[src/rtl/tci_pkg.sv]
// constants and types shared by the telegram command interpreter
// assumes one 200 MHz clock domain and a byte-wide tcp stream from a stack
package tci_pkg;

  // ----------------------------------------------------------------
  // link and character codes
  // ----------------------------------------------------------------
  localparam logic [15:0] TCI_LISTEN_PORT = 16'hc350; // preset port 50000
  localparam logic [7:0] TCI_CHR_CR = 8'h0d;
  localparam logic [7:0] TCI_CHR_LF = 8'h0a;
  localparam logic [7:0] TCI_CHR_A = 8'h41;
  localparam logic [7:0] TCI_CHR_C = 8'h43;
  localparam logic [7:0] TCI_CHR_D = 8'h44;
  localparam logic [7:0] TCI_CHR_G = 8'h47;
  localparam logic [7:0] TCI_CHR_K = 8'h4b;
  localparam logic [7:0] TCI_CHR_R = 8'h52;
  localparam logic [7:0] TCI_CHR_S = 8'h53;

  // ----------------------------------------------------------------
  // counts and reset values
  // ----------------------------------------------------------------
  localparam logic [1:0] TCI_CODE_LEN = 2'h2;  // command code length
  localparam logic [1:0] TCI_CNT_OVER = 2'h3;  // line longer than a code
  localparam logic [1:0] TCI_ACK_LAST = 2'h2;  // index of last ack letter
  localparam logic [1:0] TCI_RD_LAST = 2'h1;   // index of last header letter
  localparam logic [1:0] TCI_BUF_DEPTH = 2'h2; // entries in output buffer
  localparam logic [7:0] TCI_BYTE_RST = 8'h00;

  typedef enum logic [2:0] {
    TCI_TX_IDLE,
    TCI_TX_ACK,
    TCI_TX_RDH,
    TCI_TX_PAY,
    TCI_TX_CR,
    TCI_TX_LF
  } tci_tx_st_t;

endpackage

[src/rtl/tci_interp.sv]
// telegram command interpreter: parses command lines from the tcp byte
// stream, answers clear-statistics and fetch-result, pushes result telegrams
// assumes the tcp stack, the result source and the config are on this clock
`timescale 1ns/1ps

module tci_interp (
  input wire logic clock,
  input wire logic nrst,
  output logic [15:0] listen_port,
  input wire logic conn_up,
  input wire logic on_request,
  input wire logic acq_done,
  output logic stats_clear,
  input wire logic rx_valid,
  output logic rx_ready,
  input wire logic [7:0] rx_data,
  input wire logic res_valid,
  output logic res_ready,
  input wire logic [7:0] res_data,
  input wire logic res_last,
  output logic tx_valid,
  input wire logic tx_ready,
  output logic [7:0] tx_data
);

  typedef struct packed {
    tci_pkg::tci_tx_st_t st;
    logic [1:0] idx;
    logic [7:0] c0;
    logic [7:0] c1;
    logic [1:0] cnt;
    logic ack_pend;
    logic fetch_pend;
    logic acq_pend;
    logic clr;
  } tci_state_t;

  tci_state_t q;
  tci_state_t d;
  logic rx_fire;
  logic buf_in_valid;
  logic buf_in_ready;
  logic [7:0] buf_in_data;
  logic push;
  logic line_end;
  logic is_cs;
  logic is_fetch;

  // ----------------------------------------------------------------
  // helpers
  // ----------------------------------------------------------------
  // cr or lf
  function automatic logic is_term(input logic [7:0] b);
    is_term = (b == tci_pkg::TCI_CHR_CR) || (b == tci_pkg::TCI_CHR_LF);
  endfunction

  // fixed letters of the acknowledge and the result header
  function automatic logic [7:0] fixed_byte(input tci_pkg::tci_tx_st_t s, input logic [1:0] i);
    fixed_byte = tci_pkg::TCI_CHR_LF;
    unique case (s)
      tci_pkg::TCI_TX_ACK: fixed_byte = (i == 2'h0) ? tci_pkg::TCI_CHR_A :
                                        (i == 2'h1) ? tci_pkg::TCI_CHR_C : tci_pkg::TCI_CHR_K;
      tci_pkg::TCI_TX_RDH: fixed_byte = (i == 2'h0) ? tci_pkg::TCI_CHR_R : tci_pkg::TCI_CHR_D;
      tci_pkg::TCI_TX_CR: fixed_byte = tci_pkg::TCI_CHR_CR;
      tci_pkg::TCI_TX_IDLE, tci_pkg::TCI_TX_PAY, tci_pkg::TCI_TX_LF: fixed_byte = tci_pkg::TCI_CHR_LF;
    endcase
  endfunction

  // ----------------------------------------------------------------
  // ports and line decode
  // ----------------------------------------------------------------
  // fixed listen port
  assign listen_port = tci_pkg::TCI_LISTEN_PORT;
  assign stats_clear = q.clr;
  // one command in flight: hold the stream until its answer is queued
  assign rx_ready = ~(q.ack_pend | q.fetch_pend);
  assign rx_fire = rx_valid & rx_ready;
  // empty line means a second terminator
  assign line_end = rx_fire && is_term(rx_data) && (q.cnt != 2'h0);
  // code is exactly the first two characters
  assign is_cs = (q.cnt == tci_pkg::TCI_CODE_LEN) && (q.c0 == tci_pkg::TCI_CHR_C) && (q.c1 == tci_pkg::TCI_CHR_S);
  assign is_fetch = (q.cnt == tci_pkg::TCI_CODE_LEN) && (q.c0 == tci_pkg::TCI_CHR_G) && (q.c1 == tci_pkg::TCI_CHR_D);

  // sender drives the buffer; payload passes straight from the result source
  assign buf_in_valid = (q.st == tci_pkg::TCI_TX_PAY) ? res_valid : (q.st != tci_pkg::TCI_TX_IDLE);
  assign buf_in_data = (q.st == tci_pkg::TCI_TX_PAY) ? res_data : fixed_byte(q.st, q.idx);
  assign res_ready = (q.st == tci_pkg::TCI_TX_PAY) & buf_in_ready;
  assign push = buf_in_valid & buf_in_ready;

  // ----------------------------------------------------------------
  // next state
  // ----------------------------------------------------------------
  // sender clears pending flags first, so a new request in the same cycle wins
  always_comb begin
    d = q;
    d.clr = 1'b0;
    unique case (q.st)
      tci_pkg::TCI_TX_IDLE: begin
        d.idx = 2'h0;
        if (q.ack_pend) begin
          d.st = tci_pkg::TCI_TX_ACK;
          d.ack_pend = 1'b0;
        end else if (q.fetch_pend || q.acq_pend) begin
          // one telegram serves a fetch and an acquisition that coincide
          d.st = tci_pkg::TCI_TX_RDH;
          d.fetch_pend = 1'b0;
          d.acq_pend = 1'b0;
        end
      end
      tci_pkg::TCI_TX_ACK: begin
        if (push) begin
          d.idx = q.idx + 2'h1;
          if (q.idx == tci_pkg::TCI_ACK_LAST) begin
            d.st = tci_pkg::TCI_TX_CR;
          end
        end
      end
      tci_pkg::TCI_TX_RDH: begin
        if (push) begin
          d.idx = q.idx + 2'h1;
          if (q.idx == tci_pkg::TCI_RD_LAST) begin
            d.st = tci_pkg::TCI_TX_PAY;
          end
        end
      end
      tci_pkg::TCI_TX_PAY: begin
        if (push && res_last) begin
          d.st = tci_pkg::TCI_TX_CR;
        end
      end
      tci_pkg::TCI_TX_CR: begin
        if (push) begin
          d.st = tci_pkg::TCI_TX_LF;
        end
      end
      tci_pkg::TCI_TX_LF: begin
        if (push) begin
          d.st = tci_pkg::TCI_TX_IDLE;
        end
      end
    endcase
    // fetch and acquisition requests die with the connection; a pending ack stays
    if (!conn_up) begin
      d.fetch_pend = 1'b0;
      d.acq_pend = 1'b0;
    end
    if (rx_fire) begin
      if (is_term(rx_data)) begin
        d.cnt = 2'h0;
      end else begin
        if (q.cnt == 2'h0) begin
          d.c0 = rx_data;
        end
        if (q.cnt == 2'h1) begin
          d.c1 = rx_data;
        end
        if (q.cnt != tci_pkg::TCI_CNT_OVER) begin
          d.cnt = q.cnt + 2'h1;
        end
      end
    end
    if (line_end && is_cs) begin
      d.clr = 1'b1;
      d.ack_pend = 1'b1;
    end
    if (line_end && is_fetch && conn_up) begin
      d.fetch_pend = 1'b1;
    end
    if (acq_done && conn_up && !on_request) begin
      d.acq_pend = 1'b1;
    end
  end

  // state register
  always_ff @(posedge clock or negedge nrst) begin
    if (!nrst) begin
      q <= '0;
    end else begin
      q <= d;
    end
  end

  // ----------------------------------------------------------------
  // output buffer
  // ----------------------------------------------------------------
  // a receiver stall backs up into the sender and then the result source
  tci_buf u_buf (
    .clock(clock),
    .nrst(nrst),
    .in_valid(buf_in_valid),
    .in_ready(buf_in_ready),
    .in_data(buf_in_data),
    .out_valid(tx_valid),
    .out_ready(tx_ready),
    .out_data(tx_data)
  );

  // ----------------------------------------------------------------
  // checks
  // ----------------------------------------------------------------
  a_port_fixed: assert property (@(posedge clock) disable iff (!nrst)
    listen_port == 16'hc350)
    else $error("listen port not 50000");

  a_clear_on_cs: assert property (@(posedge clock) disable iff (!nrst)
    rx_fire && is_term(rx_data) && is_cs |=> stats_clear && q.ack_pend)
    else $error("clear-statistics not decoded");

  a_clear_needs_term: assert property (@(posedge clock) disable iff (!nrst)
    stats_clear |-> $past(rx_fire) && ($past(rx_data) == 8'h0d || $past(rx_data) == 8'h0a))
    else $error("clear without a terminator");

  a_no_long_code: assert property (@(posedge clock) disable iff (!nrst)
    line_end && q.cnt == 2'h3 |=> !stats_clear && !$rose(q.fetch_pend))
    else $error("overlong line decoded as command");

  a_fetch_queued: assert property (@(posedge clock) disable iff (!nrst)
    line_end && is_fetch && conn_up |=> q.fetch_pend)
    else $error("fetch command not queued");

  a_acq_continuous: assert property (@(posedge clock) disable iff (!nrst)
    acq_done && conn_up && !on_request |=> q.acq_pend)
    else $error("acquisition in continuous mode dropped");

  a_on_request_quiet: assert property (@(posedge clock) disable iff (!nrst)
    $rose(q.acq_pend) |-> $past(acq_done && !on_request && conn_up))
    else $error("acquisition telegram queued in on-request mode");

  a_rd_header: assert property (@(posedge clock) disable iff (!nrst)
    q.st == tci_pkg::TCI_TX_RDH && q.idx == 2'h0 && push
      |=> q.st == tci_pkg::TCI_TX_RDH && buf_in_data == 8'h44)
    else $error("result header letters out of order");

  a_ack_ends_line: assert property (@(posedge clock) disable iff (!nrst)
    q.st == tci_pkg::TCI_TX_ACK && q.idx == 2'h2 && push |=> buf_in_data == 8'h0d)
    else $error("acknowledge not closed by cr");

  a_double_term: assert property (@(posedge clock) disable iff (!nrst)
    rx_fire && is_term(rx_data) && q.cnt == 2'h0 |=> !stats_clear && q.cnt == 2'h0)
    else $error("second terminator treated as a line");

endmodule

[src/rtl/tci_buf.sv]
// two-entry byte buffer between the telegram sender and the tcp stack
// assumes both sides on the same clock; out_data comes from flip-flops
`timescale 1ns/1ps

module tci_buf (
  input wire logic clock,
  input wire logic nrst,
  input wire logic in_valid,
  output logic in_ready,
  input wire logic [7:0] in_data,
  output logic out_valid,
  input wire logic out_ready,
  output logic [7:0] out_data
);

  typedef struct packed {
    logic [1:0][7:0] mem;
    logic wr;
    logic rd;
    logic [1:0] cnt;
  } tci_buf_state_t;

  tci_buf_state_t q;
  tci_buf_state_t d;
  logic push;
  logic pop;

  // ----------------------------------------------------------------
  // handshakes
  // ----------------------------------------------------------------
  // full and empty straight from the count, so a stall really fills it
  assign in_ready = (q.cnt != tci_pkg::TCI_BUF_DEPTH);
  assign out_valid = (q.cnt != 2'h0);
  assign out_data = q.mem[q.rd];
  assign push = in_valid & in_ready;
  assign pop = out_valid & out_ready;

  // next state
  always_comb begin
    d = q;
    if (push) begin
      d.mem[q.wr] = in_data;
      d.wr = ~q.wr;
    end
    if (pop) begin
      d.rd = ~q.rd;
    end
    d.cnt = q.cnt + {1'b0, push} - {1'b0, pop};
  end

  // state register
  always_ff @(posedge clock or negedge nrst) begin
    if (!nrst) begin
      q <= '0;
    end else begin
      q <= d;
    end
  end

  // a stalled word stays put until taken
  a_buf_hold_word: assert property (@(posedge clock) disable iff (!nrst)
    out_valid && !out_ready |=> out_valid && $stable(out_data))
    else $error("buffered byte changed while stalled");

endmodule

[config.mk]
export PLATFORM = sky130hd
export DESIGN_NAME = tci_interp
export DESIGN_NICKNAME = d
export VERILOG_FILES = /design/src/rtl/tci_pkg.sv /design/src/rtl/tci_interp.sv /design/src/rtl/tci_buf.sv
export SDC_FILE = /design/constraint.sdc
export NUM_CORES = 1
export LEC_CHECK = 0
export ABC_AREA = 0
export BUFFER_PORTS_ARGS = -buffer_cell sky130_fd_sc_hd__buf_2
export CELL_PAD_IN_SITES_DETAIL_PLACEMENT = 1
export CELL_PAD_IN_SITES_GLOBAL_PLACEMENT = 2
export CORE_MARGIN = 1
export CORE_UTILIZATION = 35
export DETAILED_ROUTE_END_ITERATION = 7
export PLACE_DENSITY_LB_ADDON = 0.2
export SYNTH_ARGS = -nofsm -noshare
export SYNTH_HDL_FRONTEND = slang
export SYNTH_SLANG_ARGS = --single-unit
[constraint.sdc]
create_clock -name clock -period 2.24 [get_ports clock]
set_input_delay 0.224 -clock clock [delete_from_list [all_inputs] [get_ports clock]]
set_output_delay 0.224 -clock clock [all_outputs]
set_load 0.02 [all_outputs]
==> After elaboration in Yosys (flattened, before gate mapping) <==
Cells that the tools add are included.
{ "word_totals": {"in_bits": 25, "word_cells": 126, "out_inout_bits": 28, "reg_bits": 47} }
{ "classes": {"n_eq_ne": 31, "muxes": 32, "magnitude_cmp": 3, "bitwise": 9, "addsub": 4, "reduce_logical": 33} }
{ "ops": {"columns": ["op", "n"], "rows": [
  ["== test 8 x 7 -> 1 bit, second input constant", 4],
  ["two-way mux 8 bit", 4],
  ["one-hot mux 8 bit (4 select lines)", 1],
  ["two-way mux 3 bit", 8],
  ["one-hot mux 3 bit (6 select lines)", 1],
  ["bitwise mux 16 bit", 1],
  ["== test 8 x 4 -> 1 bit, second input constant", 2],
  ["inequality test 2 bit, second input constant", 8],
  ["two-way mux 5 bit", 3],
  ["AND reduction 3 bit", 5],
  ["logical AND 1 bit", 13],
  ["inequality test 3 x 1 -> 1 bit, second input constant", 4],
  ["two-way mux 2 bit", 5],
  ["demux 8 bit (select 1 bit)", 1],
  ["two-way mux 4 bit", 2],
  ["AND reduction 8 bit", 1],
  ["nonzero test 2 bit", 4],
  ["== test 3 x 2 -> 1 bit, second input constant", 2],
  ["== test 3 bit, second input constant", 2],
  ["inequality test 3 x 2 -> 1 bit, second input constant", 2],
  ["one-hot mux 2 bit (3 select lines)", 1],
  ["nonzero test 3 bit", 2],
  ["two-way mux 1 bit", 5],
  ["adder 2 x 1 -> 2 bit, second input constant", 2],
  ["18 further kinds", 29]
]} }

==> Depth between registers and ports, before layout <==
Gate-level depths: netlist (run 1).
{ "depth": {"word_depth": 9, "ltp_mapped": 7, "ltp_nobuf": 7} }

==> Cells and area by module <==
Synthesis (run 1) repeated with hierarchy kept, for this count alone.
{ "unflattened": {"cells_unflattened": 235, "hier_area_um2": 2705.1} }
{ "by_module_without_submodules": {"columns": ["module", "n_inst", "cells_each", "area_per_inst_um2", "seq_area_each_um2"], "rows": [
  ["tci_interp", 1, 175, 1732.9, 675.6],
  ["tci_buf", 1, 60, 972.2, 500.5]
]} }

==> Worst setup path before layout (run 1) <==
Ideal clock, no wire load.
{ "synth_timing": {"kind": "register to register", "start": "reg u_buf.q[1] (netlist bit)", "end": "reg u_buf.q[1] (netlist bit)", "t_required_ns": 2.117, "synth_period_minus_slack_ns": 1.761, "t_arrival_ns": 1.638, "path_buffers": 0, "setup_slack_ns": 0.479, "setup_ns": 0.123, "stages_incl_launch_ff": 8, "path_cell_list": "dfrtp_1 -> or2_2 -> and2_1 -> ha_1 -> inv_1 -> ha_1 -> xnor2_1 -> xnor2_1"} }
{ "synth_lines": {"columns": ["item", "line", "text"], "rows": [
  ["start: declaration", "tci_buf.sv:23", "tci_buf_state_t q;"],
  ["start signal: assignment", "tci_buf.sv:54", "q <= '0;"],
  ["start signal: assignment", "tci_buf.sv:56", "q <= d;"]
]} }

==> Worst setup path in the final report (run 1) <==
{ "layout_timing": {"start": "reg q[24] (netlist bit)", "end": "reg u_buf.q[12] (netlist bit)"} }
{ "layout_between": {"word_cells_on_any_way": 13, "cone_classes": "eq/ne: 5; mux: 4; bitwise: 1; reduce/logical: 3"} }
{ "layout_lines": {"columns": ["item", "line", "text"], "rows": [
  ["start: declaration", "tci_interp.sv:38", "tci_state_t q;"],
  ["start signal: assignment", "tci_interp.sv:177", "q <= '0;"],
  ["start signal: assignment", "tci_interp.sv:179", "q <= d;"],
  ["== test 3 x 2 -> 1 bit or nonzero test 3 bit (tied branches)", "tci_interp.sv:85", "assign buf_in_valid = (q.st == tci_pkg::TCI_TX_PAY) ? res_valid : (q.st != tci_pkg::TCI_TX_IDLE);"],
  ["two-way mux 1 bit *", "tci_interp.sv:85", null],
  ["AND 1 bit *", null, null],
  ["net push", "tci_interp.sv:44", "logic push;"]
]} }
The timed path passes the listed nets; every way through them passes the cells marked *. The select of a mux whose other input is x is not followed.
A chain may end at the register's enable or synchronous reset.

==> results of run 1 <==
report_power, final:
group	switching, uW	leakage [uW]	total (uW)	internal [uW]
Sequential	278	0.000571	1520	1240
Combinational	1080	0.000786	2130	1050
Clock	298	0.0000548	634	336
Total	1660	0.00141	4280	2620
metrics by stage:
stage                     worst slack [ns]  util, %  hold slack [ns]  power, uW
after global placement               0.435     39.6            0.364       3670
after detailed placement             0.354     39.6            0.366       3710
final                                0.344     41.2         -0.00329       4280
after global routing                 0.205     41.2           0.0506       4680
after CTS                            0.349     41.2           0.0394       4360
after floorplan                      0.479        -          -0.0716       3150
per-layer routing:
layer	GRT usage, %	up-vias	share of wire, %	routed length, um
met4	4.84	0	1.6	89
met2	27.8	35	52	2860
li1	-	887	-	-
met5	0	-	0	0
met3	3.08	11	3.1	173
met1	19.0	870	43	2390
flip-flops by register name, indices dropped and copies added, names as in the netlist:
signal,count
u_buf.q,20
q,26
stats_clear,1
logic make-up after synthesis:
kind of cell | Yosys count
flip-flops | 47
AND/OR/NAND/NOR | 65
AO/OA/AOI/OAI | 35
multiplexers | 42
XOR/XNOR | 4
other | 2
adder cells (fa/ha/maj) | 11
buffers and inverters | 37
cell type report:
class | instances | area share (%)
tap | 99 | 4.15
inverter | 11 | 1.38
timing repair buffer | 45 | 8.29
multi-input combinational | 173 | 43.0
clock buffer | 5 | 2.30
clock inverter | 3 | 1.55
sequential | 47 | 39.4
placed cells by master, fill, tap and decap left out, drive strengths merged, types with 3 or more instances in the layout:
cell	instances
nor4	3
buf	45
nor3b	5
dfrtp	47
nand2	15
mux2i	4
clkbuf	5
nand2b	3
nor2b	4
conb	16
ha	9
and3	5
a21oi	6
and2	3
o21ai	16
mux2	38
nor2	14
inv	12
how the worst min path moves through the flow:
stage                     start                      end  slack [ns]
after floorplan            nrst        q[10]$_DFFE_PN0P_       -0.07
after global placement     nrst        q[22]$_DFFE_PN0P_        0.36
after detailed placement   nrst        q[22]$_DFFE_PN0P_        0.37
after CTS                  nrst  u_buf.q[13]$_DFFE_PN0P_        0.04
after global routing       nrst        q[22]$_DFFE_PN0P_        0.05
final                      nrst        q[22]$_DFFE_PN0P_      -0.003
==> qor.yml, run 1 <==
die:
  chipHeight_um: 88.6
  start_util_pct: 36.2
  core_area_um2: 7250
  io-pin-count: 53
  placement_rows: 31
  dieArea_um2: 7850
  die_x_um: 88.6
min_path:
  worst_hold_path_type: "input port to asynchronous set/reset pin"
global_routing:
  track_usage_pct: 15.6
  overflow: 0
  antenna_found_initial: 0
  grt_pass1_vias: 1936
  grt_max_degree: 48
  grt_pass1_wl_um: 9250
critical_path:
  cp-start-kind: "flop"
  critPathRequiredTime_ns: 2.43
  worstPathCellList: "nor2_1, o21bai_1, a21oi_2, and2_1, mux2_2"
  crit_cells: 5
  critPathCapture: "u_buf.q[12]$_DFFE_PN0P_"
  path_max_fanout: 8
  r2r_cells: 5
  critPathTopFamily: "simple AND/OR/NAND/NOR gates"
  startpoint: "q[24]$_DFFE_PN0P_"
  worstReg2RegStart: "q[24]$_DFFE_PN0P_"
  endpoint_kind: "flop"
  crit_arrival_ns: 2.09
  r2r-end: "u_buf.q[12]$_DFFE_PN0P_"
  worst_path_max_delay_cell: "dfrtp_1"
  max_stage_delay_ns: 0.49
  cp.buffers_inverters: 0
  reg2reg_slack_ns: 0.34
  path_class: "flop to flop"
place:
  dp_hpwl_um: 4180
  post_dp_cell_area_um2: 2870
  place_inst: 375
  portBuffers: 36
  gp_congestion: 0.765
yosys:
  synth_compound_area_share_pct: 8.58
  syn_avg_cell_area_um2: 10.8
  synth.area.mux_share_pct: 17.8
  async_reset_ff_share_pct: 100
  yosysTopAreaCell: "dfrtp_1"
  synth_top_family_by_area: "multiplexers"
  synth_edf_count: 0
  yosysTopAreaCellShare_pct: 44.8
  synth_most_common_cell: "dfrtp_1"
  synth-adder-area-share_pct: 5.05
  syn_area_um2: 2620
  synthCells: 243
  synth.area.top_cells: "dfrtp_1, mux2_2, buf_4, ha_1, o21ai_0"
  ys_ff_latch: 47
  yosys-top-cells-count: "dfrtp_1, mux2_2, buf_4"
  ys.warnings.count: 0
  synth-xor-area-share_pct: 1.34
  synth_cell_types: 48
  synthSimpleGateAreaFrac_pct: 13.8
  ys.flop_type: "dfrtp_1"
  ys_seq_area_share_pct: 44.8
timing:
  fmax_ghz: 0.527
  fin_setup_tns_ns: 0
  finalMaxSlewViolations: 0
  setup_violations: 0
  slew_headroom_pct: 59.0
  finalHoldViolations: 1
  whs_ns: -0.00329
  skew_ns: 0.00587
  worst_slew_pin_slew_ns: 0.615
  post-route-period-util_pct: 84.6
  fin_crit_ns: 1.90
  rsz0062_at_grt: "false"
status:
  failed_checks: "negative hold slack"
  status: "finished with violations"
clocking:
  ctsResizeCount: 0
  tritoncts: "done"
  clkSlewWorstSetupHoldPaths_ns: 0.09
  numCtsBuffers: 5
  insertion_delay_ns: 0.30
  h-tree-depth: 2
  clockRootBuffer: "clkbuf_8"
  cts_buffer_depth: 2
  cts_num_sinks: 47
  cts_hold_buffers: 0
  post_cts_buffers: 0
route:
  ant_nets: 0
  wl_per_cell_um: 14.4
  num_vias: 1803
  drc: 0
  drt-initial-drc-count: 74
  viasPerCell: 4.71
  drtPass1Iterations: 3
  finalWirelength_um: 5510
layout:
  drive_above_1_share_pct: 34.2
  final_cell_area_um2: 2990
  n_fill_cell: 866
  register_area_um2: 1180
  stdcell_count: 383
  diodes: 0
  nets: 317
  syn2layout_area_growth_pct: 13.9
  multiInputGateArea_um2: 1280
pwr:
  power.density_nw_per_um2: 1430
  ir_drop_mv: 0.528
  leakagePower_uw: 0.00141
run:
  cap_violations: 0
Note: power is estimated with default switching activity, not from simulation.
==> run 2: changes to the inputs <==
ABC_AREA = 1   (was 0)
CORE_UTILIZATION = 28   (was 35)
clock period = 1.71 ns   (was 2.24 ns; I/O delays follow)
==> qor.yml, run 2 <==
clocking:
  clkSlewWorstSetupHoldPaths_ns: 0.10
  tritoncts: "done"
  cts_buffer_depth: 2
  numCtsBuffers: 5
  clockRootBuffer: "clkbuf_8"
  h-tree-depth: 2
  cts_num_sinks: 47
  insertion_delay_ns: 0.31
pwr:
  total_power_uw: 5690
  ir_drop_mv: 0.406
  internal_power_uw: 3090
  power.density_nw_per_um2: 1790
  switchingPower_uw: 2600
  combPwrFrac_pct: 50.2
  leakagePower_uw: 0.00170
  switching_share_pct: 45.7
  clkPwrFrac_pct: 15.7
  p_seq_share_pct: 34.1
critical_path:
  path_class: "flop to primary output"
  path_max_fanout: 6
  crit_arrival_ns: 1.42
  critPathRequiredTime_ns: 1.54
  worstPathCellList: "buf_4, nand3_4, a21oi_1, buf_2"
  worst_path_max_delay_cell: "dfrtp_2"
  max_stage_delay_ns: 0.44
  endpoint_kind: "primary output"
  cp-start-kind: "flop"
global_routing:
  grt_pass1_wl_um: 11600
  track_usage_pct: 14.8
  grt_pass1_vias: 2357
  grt_max_degree: 31
  overflow: 0
  antenna_found_initial: 0
layout:
  nets: 437
  utilization_pct: 34.1
  drive_above_1_share_pct: 19.8
  syn2layout_area_growth_pct: 17.1
  largest_reg_flops: 26
  diodes: 0
  final_cell_mix: "nand2_1, inv_1, dfrtp_1"
  regMostFlops: "q"
  layout_commonest_cell: "nand2_1"
yosys:
  synth_top_family_by_area: "simple AND/OR/NAND/NOR gates"
  synth_edf_count: 0
  synth_most_common_cell: "nand2_1"
  ys.flop_type: "dfrtp_1"
  yosysTopAreaCellShare_pct: 43.4
  synth_cell_types: 32
  synthCells: 357
  synthSimpleGateAreaFrac_pct: 28.9
  yosysTopAreaCell: "dfrtp_1"
  ys.warnings.count: 0
  syn_area_um2: 2710
  synth.area.top_cells: "dfrtp_1, nand2_1, inv_1, o21ai_0, buf_4"
  synth.area.mux_share_pct: 0
  synth-adder-area-share_pct: 4.15
  synth_compound_area_share_pct: 9.09
  synth-xor-area-share_pct: 0.969
  ys_seq_area_share_pct: 43.4
  yosys-top-cells-count: "nand2_1, inv_1, dfrtp_1"
  async_reset_ff_share_pct: 100
  syn_avg_cell_area_um2: 7.60
  ys_ff_latch: 47
timing:
  setup_ws_ns: 0.123
  skew_ns: 0.00962
  fin_crit_ns: 1.59
  setup_violations: 0
  finalMaxSlewViolations: 0
  whs_ns: 0.0934
  rsz0062_at_grt: "false"
  post-route-period-util_pct: 92.8
  finalHoldViolations: 0
  fmax_ghz: 0.630
  fin_setup_tns_ns: 0
route:
  num_vias: 2291
  wl_per_cell_um: 12.4
  ant_nets: 0
  drc: 0
  drtPass1Iterations: 4
  viasPerCell: 4.30
  finalWirelength_um: 6610
  drt-initial-drc-count: 120
die:
  placement_rows: 35
  io-pin-count: 53
  dieArea_um2: 10100
  core_area_um2: 9330
  die_x_um: 100
  chipHeight_um: 100
  start_util_pct: 29.1
run:
  cap_violations: 0
min_path:
  worst_hold_path_type: "input port to flop"
place:
  portBuffers: 36
  dp_hpwl_um: 5190
  gp_congestion: 0.729
  dp_slack_ns: 0.0952
status:
  status: "finished, final reports clean"
## run 2: area by class of cell
cell class                 instances  area (um^2)
clock buffer                       6         82.6
clock inverter                     2         38.8
fill                            1183         6150
inverter                          50          188
multi-input combinational        251         1240
sequential                        47         1180
tap                              129          161
timing repair buffer              48          285
## run 2: worst paths after layout
kind / start / to / slack [ns] / cells after the start
setup / recovery: q[25]$_DFFE_PN0P_ / res_ready / 0.12 / 4
setup reg to reg: u_buf.q[1]$_DFF_PN0_ / u_buf.q[1]$_DFF_PN0_ / 0.14 / 7
hold / removal: rx_data[3] / q[17]$_DFFE_PN0P_ / 0.09 / 3
min in group asynchronous: nrst / u_buf.q[17]$_DFFE_PN0P_ / 0.34 / 2
hold reg to reg: u_buf.q[18]$_DFFE_PN0P_ / u_buf.q[18]$_DFFE_PN0P_ / 0.48 / 2
max in group asynchronous: nrst / q[25]$_DFFE_PN0P_ / 0.82 / 3
## run 2: power groups by stage
| stage | registers (uW) | clock network [uW] | logic (uW) |
|---|---|---|---|
| 4_1_cts | 1950 | 939 | 2930 |
| 3_5_place_dp | 1960 | 0 | 2900 |
| 2_1_floorplan | 1810 | 0 | 2250 |
| 6_report | 1940 | 896 | 2860 |
| 3_3_place_gp | 1940 | 0 | 2840 |
| 5_1_grt | 2020 | 979 | 3350 |
## run 2: per-stage QoR
step                      instance area [um^2]  instances
after floorplan                           2770        371
after global placement                    3020        523
after detailed placement                  3020        523
after CTS                                 3160        532
after global routing                      3180        533
final                                     3180        533
## run 2: logic make-up (layout without fill, tap and decap cells)
group                      count (synthesis)  after routing
AOI/OAI and AO/OA                         46             46
xor gates and xnor gates                   3              3
adders and majority gates                  9              9
buffers and inverters                     73            106
DFF                                       47             47
other                                      2             16
and+or+nand+nor                          177            177
## run 2: layer usage
layer / share of wire (%) / vias to the layer above / global-route usage, %
li1: - / 1157 / -
met1: 47 / 1089 / 18.6
met2: 49 / 38 / 26.1
met3: 3.3 / 7 / 2.65
met4: 0.92 / 0 / 4.01
met5: 0 / - / 0
## run 2: critical path, delay by kind of cell, from the launching register on
kind / cells / cell delay [ns]
buffers and inverters: 2 / 0.37
flip-flops: 1 / 0.44
AO/OA/AOI/OAI: 1 / 0.18
AND/OR/NAND/NOR: 1 / 0.13
## run 2: timing repair
item	in CTS	in global routing
cloned	0	0
setup buffers	0	1
hold buffers	1	0
endpoints found under the setup margin	1	10
hold endpoints to repair	17	0
gates resized for setup	3	4
